### src/verilog/lbd_pkg.sv
/*
 * Shared constants and carrier types of the LED bypass PWM fade dimmer.
 * Assumes a 200 MHz core clock and a register port fed by a serial
 * front end outside this design.
 */
package lbd_pkg;

	// ------------------------------------------------------------
	// Sizes
	// ------------------------------------------------------------
	localparam int NUM_SW    = 12;   // Bypass switches
	localparam int CNT_W     = 12;   // PWM counter width
	localparam int DUTY_W    = 13;   // Duty holds 0..4096
	localparam int HOLD_W    = 8;    // Step-hold register width
	localparam int ADDR_W    = 8;
	localparam int DATA_W    = 16;

	// ------------------------------------------------------------
	// Register offsets
	// ------------------------------------------------------------
	localparam logic [7:0] OFS_GO_CTRL  = 8'h01; // Output go control
	localparam logic [7:0] OFS_GEN_CFG  = 8'h02; // General configuration
	localparam logic [7:0] OFS_FADE_SEL = 8'h03; // Per-switch fade select
	localparam logic [7:0] OFS_ID_CODE  = 8'h04; // ID and binning codes
	localparam logic [7:0] OFS_THERM    = 8'h05; // Thermistor result
	localparam logic [7:0] OFS_DUTY     = 8'h20; // Duty target, +switch
	localparam logic [7:0] OFS_PHASE    = 8'h40; // Phase delay, +switch
	localparam logic [7:0] OFS_HOLD     = 8'h60; // Step hold, +switch

	// ------------------------------------------------------------
	// Field positions and reset values
	// ------------------------------------------------------------
	localparam int GO_EN_BIT   = 0;  // output_go_enable
	localparam int CLK_SEL_LSB = 0;  // Clock select [1:0]
	localparam int DIV_LSB     = 2;  // Dimming divider [3:2]
	localparam logic [7:0]  RST_GO_CTRL = 8'h00;
	localparam logic [7:0]  RST_GEN_CFG = 8'h00;
	localparam logic [DUTY_W-1:0] RST_DUTY = 13'h0000;
	localparam logic [HOLD_W-1:0] RST_HOLD = 8'h01;

	// Clock select codes
	typedef enum logic [1:0] {
		LBD_CLK_INT     = 2'h0,  // Internal, in and out off
		LBD_CLK_INT_OUT = 2'h1,  // Internal, forwarded out
		LBD_CLK_EXT     = 2'h2,  // External in, out off
		LBD_CLK_EXT_OUT = 2'h3   // External in, passed through
	} lbd_clk_sel_e;

	// ------------------------------------------------------------
	// Timing
	// ------------------------------------------------------------
	localparam longint CORE_HZ   = 200000000;
	localparam longint OSC_HZ    = 16384000;  // Internal oscillator
	localparam int     ACC_W     = 24;        // Oscillator phase accum
	localparam logic [ACC_W-1:0] OSC_INC =
		ACC_W'((OSC_HZ << ACC_W) / CORE_HZ);
	localparam int     THERM_PERIOD_US  = 200;
	localparam int     THERM_PERIOD_CYC =
		int'((longint'(THERM_PERIOD_US) * CORE_HZ) / 1000000);
	localparam int     EXT_LOSS_CYC  = 1024;  // No edge -> clock absent
	localparam int     SPREAD_HOLD_CYC = 256; // Quiet time after access

	// ------------------------------------------------------------
	// Carriers
	// ------------------------------------------------------------
	typedef struct packed {
		logic [DUTY_W-1:0] duty_target;
		logic [CNT_W-1:0]  phase_delay;
		logic [HOLD_W-1:0] step_hold_cycles;
		logic              fade;
	} lbd_chan_cfg_s;

	typedef struct packed {
		logic              wr;
		logic              rd;
		logic [ADDR_W-1:0] addr;
		logic [DATA_W-1:0] wdata;
	} lbd_reg_req_s;

endpackage : lbd_pkg

### src/verilog/lbd_channel.sv
/*
 * One bypass switch: phase/duty comparison and fade stepping.
 * Assumes count and its strobes come from the shared timebase.
 */
`timescale 1ns/1ps
module lbd_channel (
	// Clock and reset
	input  wire logic                      core_clk,
	input  wire logic                      rst,
	// Configuration and timebase
	input  wire lbd_pkg::lbd_chan_cfg_s    cfg,
	input  wire logic [lbd_pkg::CNT_W-1:0] count,
	input  wire logic                      cnt_adv,
	input  wire logic                      cycle_end,
	input  wire logic                      go_en,
	// Results
	output logic                           switch_open,
	output logic [lbd_pkg::DUTY_W-1:0]     duty_now
);

	logic                         lit;       // Window open
	logic                         next_lit;
	logic                         next_switch_open;
	logic [lbd_pkg::DUTY_W-1:0]   next_duty_now;
	logic [lbd_pkg::HOLD_W-1:0]   hold_cnt;  // Cycles spent on a step
	logic [lbd_pkg::HOLD_W-1:0]   next_hold_cnt;
	logic [lbd_pkg::DUTY_W:0]     win_end;   // Phase plus duty
	logic [lbd_pkg::DUTY_W-1:0]   step;
	logic [lbd_pkg::DUTY_W:0]     cand;
	logic [lbd_pkg::HOLD_W-1:0]   hold_lim;

	// ------------------------------------------------------------
	// Next-state logic
	// ------------------------------------------------------------
	always_comb begin
		win_end = {2'h0, cfg.phase_delay} + {1'h0, duty_now};
		next_lit = lit;
		// Open at phase, close once counter passes phase plus duty
		if (cnt_adv) begin
			if (count == cfg.phase_delay) begin
				next_lit = 1'b1;
			end else if ({2'h0, count} > win_end) begin
				next_lit = 1'b0;
			end
		end
		// Held conducting until go is set
		next_switch_open = go_en & next_lit;

		// Exponential step, at least one code so small duties move
		step = duty_now >> 4;
		if (step == 13'h0000) begin
			step = 13'h0001;
		end
		hold_lim = (cfg.step_hold_cycles == 8'h00) ? 8'h01
			: cfg.step_hold_cycles;
		cand = {1'h0, duty_now};
		next_duty_now = duty_now;
		next_hold_cnt = hold_cnt;
		if (cycle_end) begin
			if (!cfg.fade) begin
				next_duty_now = cfg.duty_target;
				next_hold_cnt = 8'h00;
			end else if (duty_now != cfg.duty_target) begin
				if (hold_cnt + 8'h01 >= hold_lim) begin
					next_hold_cnt = 8'h00;
					if (cfg.duty_target > duty_now) begin
						// Times 1.0625, truncated
						cand = {1'h0, duty_now} + {1'h0, step};
						next_duty_now = (cand >= {1'h0, cfg.duty_target})
							? cfg.duty_target : cand[12:0];
					end else begin
						// Times 0.9375, rounded up
						cand = {1'h0, duty_now} - {1'h0, step};
						next_duty_now = (duty_now <= step
							|| cand <= {1'h0, cfg.duty_target})
							? cfg.duty_target : cand[12:0];
					end
				end else begin
					next_hold_cnt = hold_cnt + 8'h01;
				end
			end else begin
				next_hold_cnt = 8'h00;
			end
		end
	end

	// ------------------------------------------------------------
	// Registers
	// ------------------------------------------------------------
	always_ff @(posedge core_clk) begin
		if (rst) begin
			lit         <= 1'b0;
			switch_open <= 1'b0;
			duty_now    <= lbd_pkg::RST_DUTY;
			hold_cnt    <= 8'h00;
		end else begin
			lit         <= next_lit;
			switch_open <= next_switch_open;
			duty_now    <= next_duty_now;
			hold_cnt    <= next_hold_cnt;
		end
	end

endmodule : lbd_channel

### src/verilog/lbd_dimmer.sv
/*
 * Top of the LED bypass PWM fade dimmer: registers, PWM timebase,
 * clock selection and forwarding, ID decode, thermistor refresh and
 * twelve switch channels.
 * Assumes a serial front end presents decoded register accesses and
 * an analog front end gives comparator thermometer codes and a
 * converted thermistor code.
 */
// What this block does
// - Power-up: all switches conducting, go cleared
// - Non-conducting lights LEDs, conducting darkens
// - Spreading suspended during serial transactions
// - External clock drives PWM only, pump internal
// - Pin voltages decode to 4-bit codes
// - Switch open from phase until phase+duty exceeded
// - Clock select field picks source and forwarding
// - Missing external clock falls back to internal
// - Divider sets cycle 8192 to 65536 clocks
// - Without fade, new duty within one cycle
// - Fade bit makes writes step toward target
// - Steps multiply by 1.0625 or 0.9375
// - Each step held step-hold dimming cycles
// - Thermistor result refreshed every 200 us
`timescale 1ns/1ps
module lbd_dimmer #(
	parameter int THERM_PERIOD_CYC = lbd_pkg::THERM_PERIOD_CYC,
	parameter bit SPREAD_VARIANT   = 1'b1  // Pump spreading fitted
) (
	// Clock and reset
	input  wire logic                        core_clk,
	input  wire logic                        rst,
	// Register port from the serial front end
	input  wire lbd_pkg::lbd_reg_req_s       reg_req,
	output logic [lbd_pkg::DATA_W-1:0]       reg_rdata,
	output logic                             reg_rvalid,
	// Pins
	input  wire logic                        ext_timing_input,
	output logic                             timing_forward_output,
	input  wire logic [14:0]                 id_resistor_pin,
	input  wire logic [14:0]                 binning_resistor_pin,
	input  wire logic [7:0]                  thermistor_input,
	// Switch drive, pump timing and pin codes
	output logic [lbd_pkg::NUM_SW-1:0]       switch_open,
	output logic                             pump_tick,
	output logic                             spread_enable,
	output logic [3:0]                       device_id,
	output logic [3:0]                       binning_code
);

	// ------------------------------------------------------------
	// Register file
	// ------------------------------------------------------------
	localparam int N = lbd_pkg::NUM_SW;
	logic [7:0]  go_ctrl, next_go_ctrl;          // Output go control
	logic [7:0]  gen_cfg, next_gen_cfg;          // General configuration
	logic [N-1:0] fade_sel, next_fade_sel;       // Fade select per switch
	logic [lbd_pkg::DUTY_W-1:0] duty_tgt [N];    // Duty targets
	logic [lbd_pkg::DUTY_W-1:0] next_duty_tgt [N];
	logic [lbd_pkg::CNT_W-1:0]  phase [N];       // Phase delays
	logic [lbd_pkg::CNT_W-1:0]  next_phase [N];
	logic [lbd_pkg::HOLD_W-1:0] hold [N];        // Step holds
	logic [lbd_pkg::HOLD_W-1:0] next_hold [N];
	logic [lbd_pkg::DATA_W-1:0] next_rdata;
	logic [7:0]  therm_val, next_therm_val;      // Thermistor result
	logic [lbd_pkg::DUTY_W-1:0] duty_now [N];    // Live duty per switch
	logic [7:0]  idx;                            // Offset within a bank

	// Writes and read mux
	always_comb begin
		next_go_ctrl  = go_ctrl;
		next_gen_cfg  = gen_cfg;
		next_fade_sel = fade_sel;
		next_rdata    = 16'h0000;
		for (int i = 0; i < N; i++) begin
			next_duty_tgt[i] = duty_tgt[i];
			next_phase[i]    = phase[i];
			next_hold[i]     = hold[i];
		end
		idx = reg_req.addr & 8'h1f;
		if (reg_req.wr) begin
			case (reg_req.addr)
				lbd_pkg::OFS_GO_CTRL:  next_go_ctrl = reg_req.wdata[7:0];
				lbd_pkg::OFS_GEN_CFG:  next_gen_cfg = reg_req.wdata[7:0];
				lbd_pkg::OFS_FADE_SEL: next_fade_sel = reg_req.wdata[N-1:0];
				default: begin
					// Banked registers; duty above 4096 saturates
					if (idx < 8'(N)) begin
						case (reg_req.addr & 8'he0)
							lbd_pkg::OFS_DUTY: next_duty_tgt[idx[3:0]] =
								(reg_req.wdata[12:0] > 13'h1000) ? 13'h1000
								: reg_req.wdata[12:0];
							lbd_pkg::OFS_PHASE: next_phase[idx[3:0]] =
								reg_req.wdata[11:0];
							lbd_pkg::OFS_HOLD: next_hold[idx[3:0]] =
								reg_req.wdata[7:0];
							default: ;
						endcase
					end
				end
			endcase
		end
		// Unmapped reads return zero
		case (reg_req.addr)
			lbd_pkg::OFS_GO_CTRL:  next_rdata = {8'h00, go_ctrl};
			lbd_pkg::OFS_GEN_CFG:  next_rdata = {8'h00, gen_cfg};
			lbd_pkg::OFS_FADE_SEL: next_rdata = {4'h0, fade_sel};
			lbd_pkg::OFS_ID_CODE:  next_rdata = {8'h00, binning_code,
				device_id};
			lbd_pkg::OFS_THERM:    next_rdata = {8'h00, therm_val};
			default: begin
				if (idx < 8'(N)) begin
					case (reg_req.addr & 8'he0)
						// Duty reads the live value, showing fade progress
						lbd_pkg::OFS_DUTY:  next_rdata = {3'h0,
							duty_now[idx[3:0]]};
						lbd_pkg::OFS_PHASE: next_rdata = {4'h0,
							phase[idx[3:0]]};
						lbd_pkg::OFS_HOLD:  next_rdata = {8'h00,
							hold[idx[3:0]]};
						default: ;
					endcase
				end
			end
		endcase
	end

	always_ff @(posedge core_clk) begin
		if (rst) begin
			go_ctrl    <= lbd_pkg::RST_GO_CTRL;
			gen_cfg    <= lbd_pkg::RST_GEN_CFG;
			fade_sel   <= 12'h000;
			reg_rdata  <= 16'h0000;
			reg_rvalid <= 1'b0;
			for (int i = 0; i < N; i++) begin
				duty_tgt[i] <= lbd_pkg::RST_DUTY;
				phase[i]    <= 12'h000;
				hold[i]     <= lbd_pkg::RST_HOLD;
			end
		end else begin
			go_ctrl    <= next_go_ctrl;
			gen_cfg    <= next_gen_cfg;
			fade_sel   <= next_fade_sel;
			reg_rdata  <= reg_req.rd ? next_rdata : reg_rdata;
			reg_rvalid <= reg_req.rd;
			for (int i = 0; i < N; i++) begin
				duty_tgt[i] <= next_duty_tgt[i];
				phase[i]    <= next_phase[i];
				hold[i]     <= next_hold[i];
			end
		end
	end

	// ------------------------------------------------------------
	// Clock sources
	// ------------------------------------------------------------
	logic [lbd_pkg::ACC_W-1:0] osc_acc;       // Oscillator phase
	logic [lbd_pkg::ACC_W:0]   osc_sum;
	logic                      int_tick;      // Internal oscillator edge
	logic [2:0]  ext_sync;                    // Pin synchroniser
	logic        ext_level, next_ext_level;   // Agreed pin level
	logic        ext_edge;
	logic [10:0] ext_quiet, next_ext_quiet;   // Cycles since last edge
	logic        ext_ok;
	logic        use_ext;
	logic        pwm_tick;
	logic        next_fwd;
	lbd_pkg::lbd_clk_sel_e clk_sel;

	always_comb begin
		clk_sel = lbd_pkg::lbd_clk_sel_e'(gen_cfg[lbd_pkg::CLK_SEL_LSB +: 2]);
		osc_sum = {1'h0, osc_acc} + {1'h0, lbd_pkg::OSC_INC};
		int_tick = osc_sum[lbd_pkg::ACC_W];
		// A change counts once the last two stages agree
		next_ext_level = (ext_sync[1] == ext_sync[2]) ? ext_sync[2]
			: ext_level;
		ext_edge = next_ext_level & ~ext_level;
		next_ext_quiet = ext_edge ? 11'h000
			: (ext_quiet == 11'(lbd_pkg::EXT_LOSS_CYC)) ? ext_quiet
			: ext_quiet + 11'h001;
		ext_ok = ext_quiet < 11'(lbd_pkg::EXT_LOSS_CYC);
		use_ext = clk_sel[1] & ext_ok;
		pwm_tick = use_ext ? ext_edge : int_tick;
		// Forward the oscillator or pass the input through
		case (clk_sel)
			lbd_pkg::LBD_CLK_INT_OUT: next_fwd = osc_acc[lbd_pkg::ACC_W-1];
			lbd_pkg::LBD_CLK_EXT_OUT: next_fwd = use_ext ? ext_level
				: osc_acc[lbd_pkg::ACC_W-1];
			default: next_fwd = 1'b0;
		endcase
	end

	always_ff @(posedge core_clk) begin
		if (rst) begin
			osc_acc    <= 24'h000000;
			ext_sync   <= 3'h0;
			ext_level  <= 1'b0;
			// Start as absent so no stray edge is trusted
			ext_quiet  <= 11'(lbd_pkg::EXT_LOSS_CYC);
			timing_forward_output <= 1'b0;
			pump_tick  <= 1'b0;
		end else begin
			osc_acc    <= osc_sum[lbd_pkg::ACC_W-1:0];
			ext_sync   <= {ext_sync[1:0], ext_timing_input};
			ext_level  <= next_ext_level;
			ext_quiet  <= next_ext_quiet;
			timing_forward_output <= next_fwd;
			pump_tick  <= int_tick;
		end
	end

	// ------------------------------------------------------------
	// Dimming timebase
	// ------------------------------------------------------------
	logic [lbd_pkg::CNT_W-1:0] count, next_count;  // Free-running counter
	logic [3:0]  pre, next_pre;                    // Ticks per count
	logic [3:0]  pre_lim;
	logic        cnt_adv;
	logic        cycle_end;

	always_comb begin
		// 2, 4, 8 or 16 ticks per count: 8192..65536 per cycle
		pre_lim = 4'((5'h02 << gen_cfg[lbd_pkg::DIV_LSB +: 2]) - 5'h01);
		cnt_adv = pwm_tick && (pre >= pre_lim);
		cycle_end = cnt_adv && (count == 12'hfff);
		next_pre = pwm_tick ? (cnt_adv ? 4'h0 : pre + 4'h1) : pre;
		next_count = cnt_adv ? count + 12'h001 : count;
	end

	always_ff @(posedge core_clk) begin
		if (rst) begin
			count <= 12'h000;
			pre   <= 4'h0;
		end else begin
			count <= next_count;
			pre   <= next_pre;
		end
	end

	// ------------------------------------------------------------
	// Switch channels
	// ------------------------------------------------------------
	for (genvar g = 0; g < N; g++) begin : gen_chan
		lbd_pkg::lbd_chan_cfg_s ccfg;
		assign ccfg = '{duty_target: duty_tgt[g], phase_delay: phase[g],
			step_hold_cycles: hold[g], fade: fade_sel[g]};
		lbd_channel u_chan (
			.core_clk    (core_clk),
			.rst         (rst),
			.cfg         (ccfg),
			.count       (count),
			.cnt_adv     (cnt_adv),
			.cycle_end   (cycle_end),
			.go_en       (go_ctrl[lbd_pkg::GO_EN_BIT]),
			.switch_open (switch_open[g]),
			.duty_now    (duty_now[g])
		);
	end

	// ------------------------------------------------------------
	// Spreading, pin codes and thermistor
	// ------------------------------------------------------------
	logic [8:0]  quiet, next_quiet;        // Cycles since last access
	logic        next_spread;
	logic [2:0][14:0] id_sync, bin_sync;   // Level synchronisers
	logic [3:0]  next_id, next_bin;
	logic [31:0] therm_cnt, next_therm_cnt;

	// Count comparator trips of a thermometer code
	function automatic logic [3:0] lbd_level(input logic [14:0] t);
		logic [3:0] n;
		n = 4'h0;
		for (int k = 0; k < 15; k++) begin
			n = n + {3'h0, t[k]};
		end
		return n;
	endfunction : lbd_level

	always_comb begin
		next_quiet = (reg_req.wr | reg_req.rd) ? 9'h000
			: (quiet == 9'(lbd_pkg::SPREAD_HOLD_CYC)) ? quiet
			: quiet + 9'h001;
		next_spread = SPREAD_VARIANT
			&& (next_quiet == 9'(lbd_pkg::SPREAD_HOLD_CYC));
		// Codes move only on agreed stages, as slow as the pins are
		next_id  = (id_sync[1] == id_sync[2]) ? lbd_level(id_sync[2])
			: device_id;
		next_bin = (bin_sync[1] == bin_sync[2]) ? lbd_level(bin_sync[2])
			: binning_code;
		next_therm_cnt = (therm_cnt >= 32'(THERM_PERIOD_CYC - 1)) ? 32'h0
			: therm_cnt + 32'h1;
		next_therm_val = (therm_cnt >= 32'(THERM_PERIOD_CYC - 1))
			? thermistor_input : therm_val;
	end

	always_ff @(posedge core_clk) begin
		if (rst) begin
			quiet         <= 9'h000;
			spread_enable <= 1'b0;
			id_sync       <= '0;
			bin_sync      <= '0;
			device_id     <= 4'h0;
			binning_code  <= 4'h0;
			therm_cnt     <= 32'h0;
			therm_val     <= 8'h00;
		end else begin
			quiet         <= next_quiet;
			spread_enable <= next_spread;
			id_sync       <= {id_sync[1:0], id_resistor_pin};
			bin_sync      <= {bin_sync[1:0], binning_resistor_pin};
			device_id     <= next_id;
			binning_code  <= next_bin;
			therm_cnt     <= next_therm_cnt;
			therm_val     <= next_therm_val;
		end
	end

endmodule : lbd_dimmer

### config.mk
export PLATFORM = sky130hd
export DESIGN_NAME = lbd_dimmer
export DESIGN_NICKNAME = d
export VERILOG_FILES = /design/src/verilog/lbd_pkg.sv /design/src/verilog/lbd_channel.sv /design/src/verilog/lbd_dimmer.sv
export SDC_FILE = /design/constraint.sdc
export NUM_CORES = 2
export LEC_CHECK = 0
export BUFFER_PORTS_ARGS = -buffer_cell sky130_fd_sc_hd__buf_2
export CAP_MARGIN = 10
export CORE_ASPECT_RATIO = 0.75
export CORE_MARGIN = 8
export CORE_UTILIZATION = 35
export CTS_CLUSTER_SIZE = 28
export DETAILED_ROUTE_END_ITERATION = 10
export GPL_TIMING_DRIVEN = 0
export SYNTH_ARGS = -nofsm -noshare
export SYNTH_HDL_FRONTEND = slang
export SYNTH_SLANG_ARGS = --single-unit
### constraint.sdc
create_clock -name core_clk -period 6.3 [get_ports core_clk]
set_clock_uncertainty 0.2 [all_clocks]
set_input_delay 0.63 -clock core_clk [delete_from_list [all_inputs] [get_ports core_clk]]
set_output_delay 0.63 -clock core_clk [all_outputs]
set_load 0.02 [all_outputs]
==> flow_metrics.env <==
export IMPL_cts_tree="yes"
export IMPL_grtUsageTotal=0.267
export IMPL_drc_errors=0
export IMPL_power_leakage_nw=34.8
export IMPL_critPathMaxStageDelay_ns=0.55
export IMPL_hold_path_class="in -> reg"
export IMPL_std_cell_rows=149
export IMPL_drv_slew=11
export IMPL_firstDrtPassIters=8
export IMPL_grt_start_max_net_pins=16
export IMPL_crit_slowest_cell="dfxtp_1"
export IMPL_yosysWarnings=0
export IMPL_r2r_end="gen_chan[2].u_chan.duty_now[10]"
export IMPL_synth_ff_type="dfxtp_1"
export IMPL_ys_ff_latch=919
export IMPL_clock_root_buffer="clkbuf_16"
export IMPL_holdPathEnd="phase[9][8]"
export IMPL_critPathLaunchType="flip-flop"
export IMPL_hold_viol=0
export IMPL_grt_pass1_vias=71421
export IMPL_core_area_um2=220000
export IMPL_failed_checks="max-capacitance violations, max-slew violations"
export IMPL_whs_path_depth=3
export IMPL_crit_fanout=10
export IMPL_die_h_um=424
export IMPL_critical_path_class="reg -> reg"
export IMPL_yosysUniqueCellTypes=104
export IMPL_vias=77543
export IMPL_fp_dieW_um=560
export IMPL_clock_sinks=919
export IMPL_outcome="complete, but fails checks"
export IMPL_reg2reg_depth=21
export IMPL_clk_pin_slew_ns=0.07
export IMPL_drive_gt1_frac=0.0681
export IMPL_fin_nets=11298
export IMPL_finalWorstSetupSlack_ns=0.142
export IMPL_antenna_left=0
export IMPL_setup_violations=0
export IMPL_clk_latency_ns=0.77
export IMPL_die_area_um2=237000
export IMPL_async_flop_share=0
export IMPL_clock_fmax_mhz=162
export IMPL_grt_antenna_before_repair=48
export IMPL_worstSetupEndpointType="flip-flop"
export IMPL_worst_slew_pin_slew_ns=1.52
export IMPL_netlist_area_um2=77600
export IMPL_min_delay_start="reg_req[8]"
export IMPL_rr_startpoint="gen_chan[2].u_chan.duty_now[12]"
export IMPL_period_needed_ns=6.16
export IMPL_wire_per_inst_um=25.5
export IMPL_syn_to_final_growth_pct=11.8
export IMPL_max_clock_path_buffers=3
export IMPL_peakVddDrop_mv=0.245
export IMPL_port_buffers=90
export IMPL_ys_seq_area_frac=0.237
export IMPL_cts_buffers_inserted=100
export IMPL_viasPerCell=5.91
export IMPL_ioPinCount=107
export IMPL_synthCells=9784
export IMPL_multi_input_area_um2=54600
export IMPL_finalWeightedCongestion=1.07
export IMPL_slew_headroom=-0.0114
export IMPL_power_density_nw_per_um2=156
export IMPL_critPathRequiredTime_ns=6.77
export IMPL_seq_area_um2=18400
export IMPL_start_util=0.352
export IMPL_place_ws_ns=-0.848
export IMPL_dpl_hpwl_mm=262
export IMPL_worstPathArrival_ns=6.62
export IMPL_rrSetupSlack_ns=0.14
export IMPL_fin_crit_sh=0.977
export IMPL_fillCellCount=22431
export IMPL_crit_path_cell_trace="nor4_4 -> a41o_1 -> ha_1 -> inv_1 -> fa_1 -> or2_2 -> a221oi_1 -> o22a_1 -> a21oi_1 -> nor2_1 -> xnor2_1 -> ha_1 -> or3_1 -> o2111ai_1 -> o2111ai_1 -> a31oi_1 -> or2_2 -> buf_2 -> nor2_1 -> a2111oi_1 -> a21o_1"
export IMPL_grt_ovfl_total=0
export IMPL_drt_total_wl_mm=335
export IMPL_synth_edf_count=0
export IMPL_drtIter0Drc=10622
export IMPL_synth_area_per_cell_um2=7.93
export IMPL_htreeDepth=3
export IMPL_maxCapViolCount=1
export IMPL_grt_pass1_wl_mm=479
export IMPL_total_power_mw=13.5
final cells by class:
class	count	area share
diodes	26	0.000750
plain buffers	536	0.0263
clock buffers	133	0.0324
clock inverters	54	0.00964
inverters	717	0.0310
multi-input cells	7618	0.629
flip-flops and latches	919	0.212
well taps	2944	0.0425
repair buffers	164	0.0158
cells by family after synthesis:
kind of cell	synth area share
xor+xnor	0.0754
flops	0.237
fa+ha+maj	0.195
compound gates	0.187
other cells	0.0000484
simple gates	0.201
mux	0.0410
buf+inv	0.0640
through the flow:
step	hold WS, ns	setup TNS [ns]	utilization	cells	area, um^2
after detailed placement	0.223	-16.41	0.373	12856	82200
after global placement	0.222	-18.12	0.371	12836	81800
final	0.131	0	0.394	13111	86700
after CTS	0.0687	0	0.392	13082	86400
after floorplan	0.213	0	-	9802	77600
after global routing	0.116	-0.106	0.394	13090	86700
registers in the layout, summed over array words and instances (netlist names), 8 cells and up:
signal / flops
go_ctrl: 8
osc_acc: 24
reg_rdata: 13
fade_sel: 12
gen_chan.u_chan.switch_open: 12
hold: 96
phase: 144
duty_tgt: 156
therm_cnt: 32
bin_sync: 45
gen_cfg: 8
gen_chan.u_chan.hold_cnt: 96
quiet: 9
therm_val: 8
id_sync: 45
gen_chan.u_chan.duty_now: 156
ext_quiet: 11
count: 12
gen_chan.u_chan.lit: 12
worst max path at each step:
stage / to / start / slack [ns]
final: gen_chan[2].u_chan.duty_now[10] / gen_chan[2].u_chan.duty_now[12] / 0.14
after floorplan: gen_chan[3].u_chan.duty_now[4] / gen_chan[3].u_chan.duty_now[12] / 1.11
after global placement: gen_chan[3].u_chan.duty_now[10] / gen_chan[3].u_chan.duty_now[12] / -0.75
after global routing: gen_chan[3].u_chan.duty_now[10] / gen_chan[3].u_chan.duty_now[10] / -0.08
after CTS: gen_chan[4].u_chan.duty_now[10] / gen_chan[4].u_chan.duty_now[9] / 0.002
after detailed placement: gen_chan[3].u_chan.duty_now[10] / gen_chan[3].u_chan.duty_now[12] / -0.85
synth_stat cells (33+ instances only):
library cell  instances  area share
o2111ai_1            33      0.0037
o221ai_1             40      0.0045
a211oi_1             88      0.0085
inv_1               711       0.034
nor3_1              156       0.010
mux2i_1              86       0.011
mux4_2               99       0.029
a2111oi_0            34      0.0038
and3_1               59      0.0048
o21bai_1             65      0.0063
dfxtp_1             919        0.24
o21ai_0             349       0.023
o211ai_1             94      0.0091
fa_1                 56       0.014
a31oi_1              45      0.0036
nand4_1             149       0.012
nand2_1             829       0.040
nand3_1             351       0.023
buf_2                91      0.0059
xor2_1              247       0.028
nor2b_1             217       0.018
nor4_1               89      0.0072
o31ai_1              55      0.0053
o21a_1              108       0.010
ha_1               1119        0.18
clkbuf_1            398       0.019
or2_2                36      0.0029
nand2b_1            122      0.0098
or3_1                71      0.0057
a21o_1              132       0.013
buf_1                37      0.0018
a21oi_1             829       0.053
nand3b_1             41      0.0040
nor2_1             1086       0.053
a22oi_1              81      0.0078
xnor2_1             421       0.048
power breakdown:
part / total, mW / internal [mW] / switching, mW
registers: 5.96 / 5.89 / 0.0737
logic: 0.867 / 0.232 / 0.635
clock network: 6.68 / 3.83 / 2.85
total: 13.5 / 9.95 / 3.56
placed cells by master (no fill, tap or decap), drive strengths merged, types with 217 or more instances in the layout:
master and instances:
a21oi 834, buf 274, clkbuf 520, dfxtp 919
ha 1119, inv 718, nand2 829, nand3 352
nor2 1087, nor2b 217, o21ai 351, xnor2 421
xor2 247
routing by layer:
metal  GRT usage  vias up  wire [um]
li1            -    35073          -
met1       0.383    36986     147000
met2       0.355     4720     124000
met3      0.0961      758      48800
met4       0.108        6      15300
met5           0        -         40
repair_timing:
item | in CTS | in global routing
endpoints found under the hold margin | 39 | 0
setup endpoints to repair | 77 | 140
gates resized for setup | 25 | 66
buffers inserted | 2 | 8
hold buffers | 39 | 0
pin swaps | 2 | 12
critical path, delay by kind of cell (launching register included):
| kind | cells | cell delay [ns] |
|---|---|---|
| flops | 1 | 0.55 |
| buf+inv | 2 | 0.32 |
| fa+ha+maj | 3 | 0.95 |
| simple gates | 6 | 1.46 |
| xor+xnor | 1 | 0.18 |
| compound gates | 9 | 2.42 |
(Power assumes the default switching activity.)
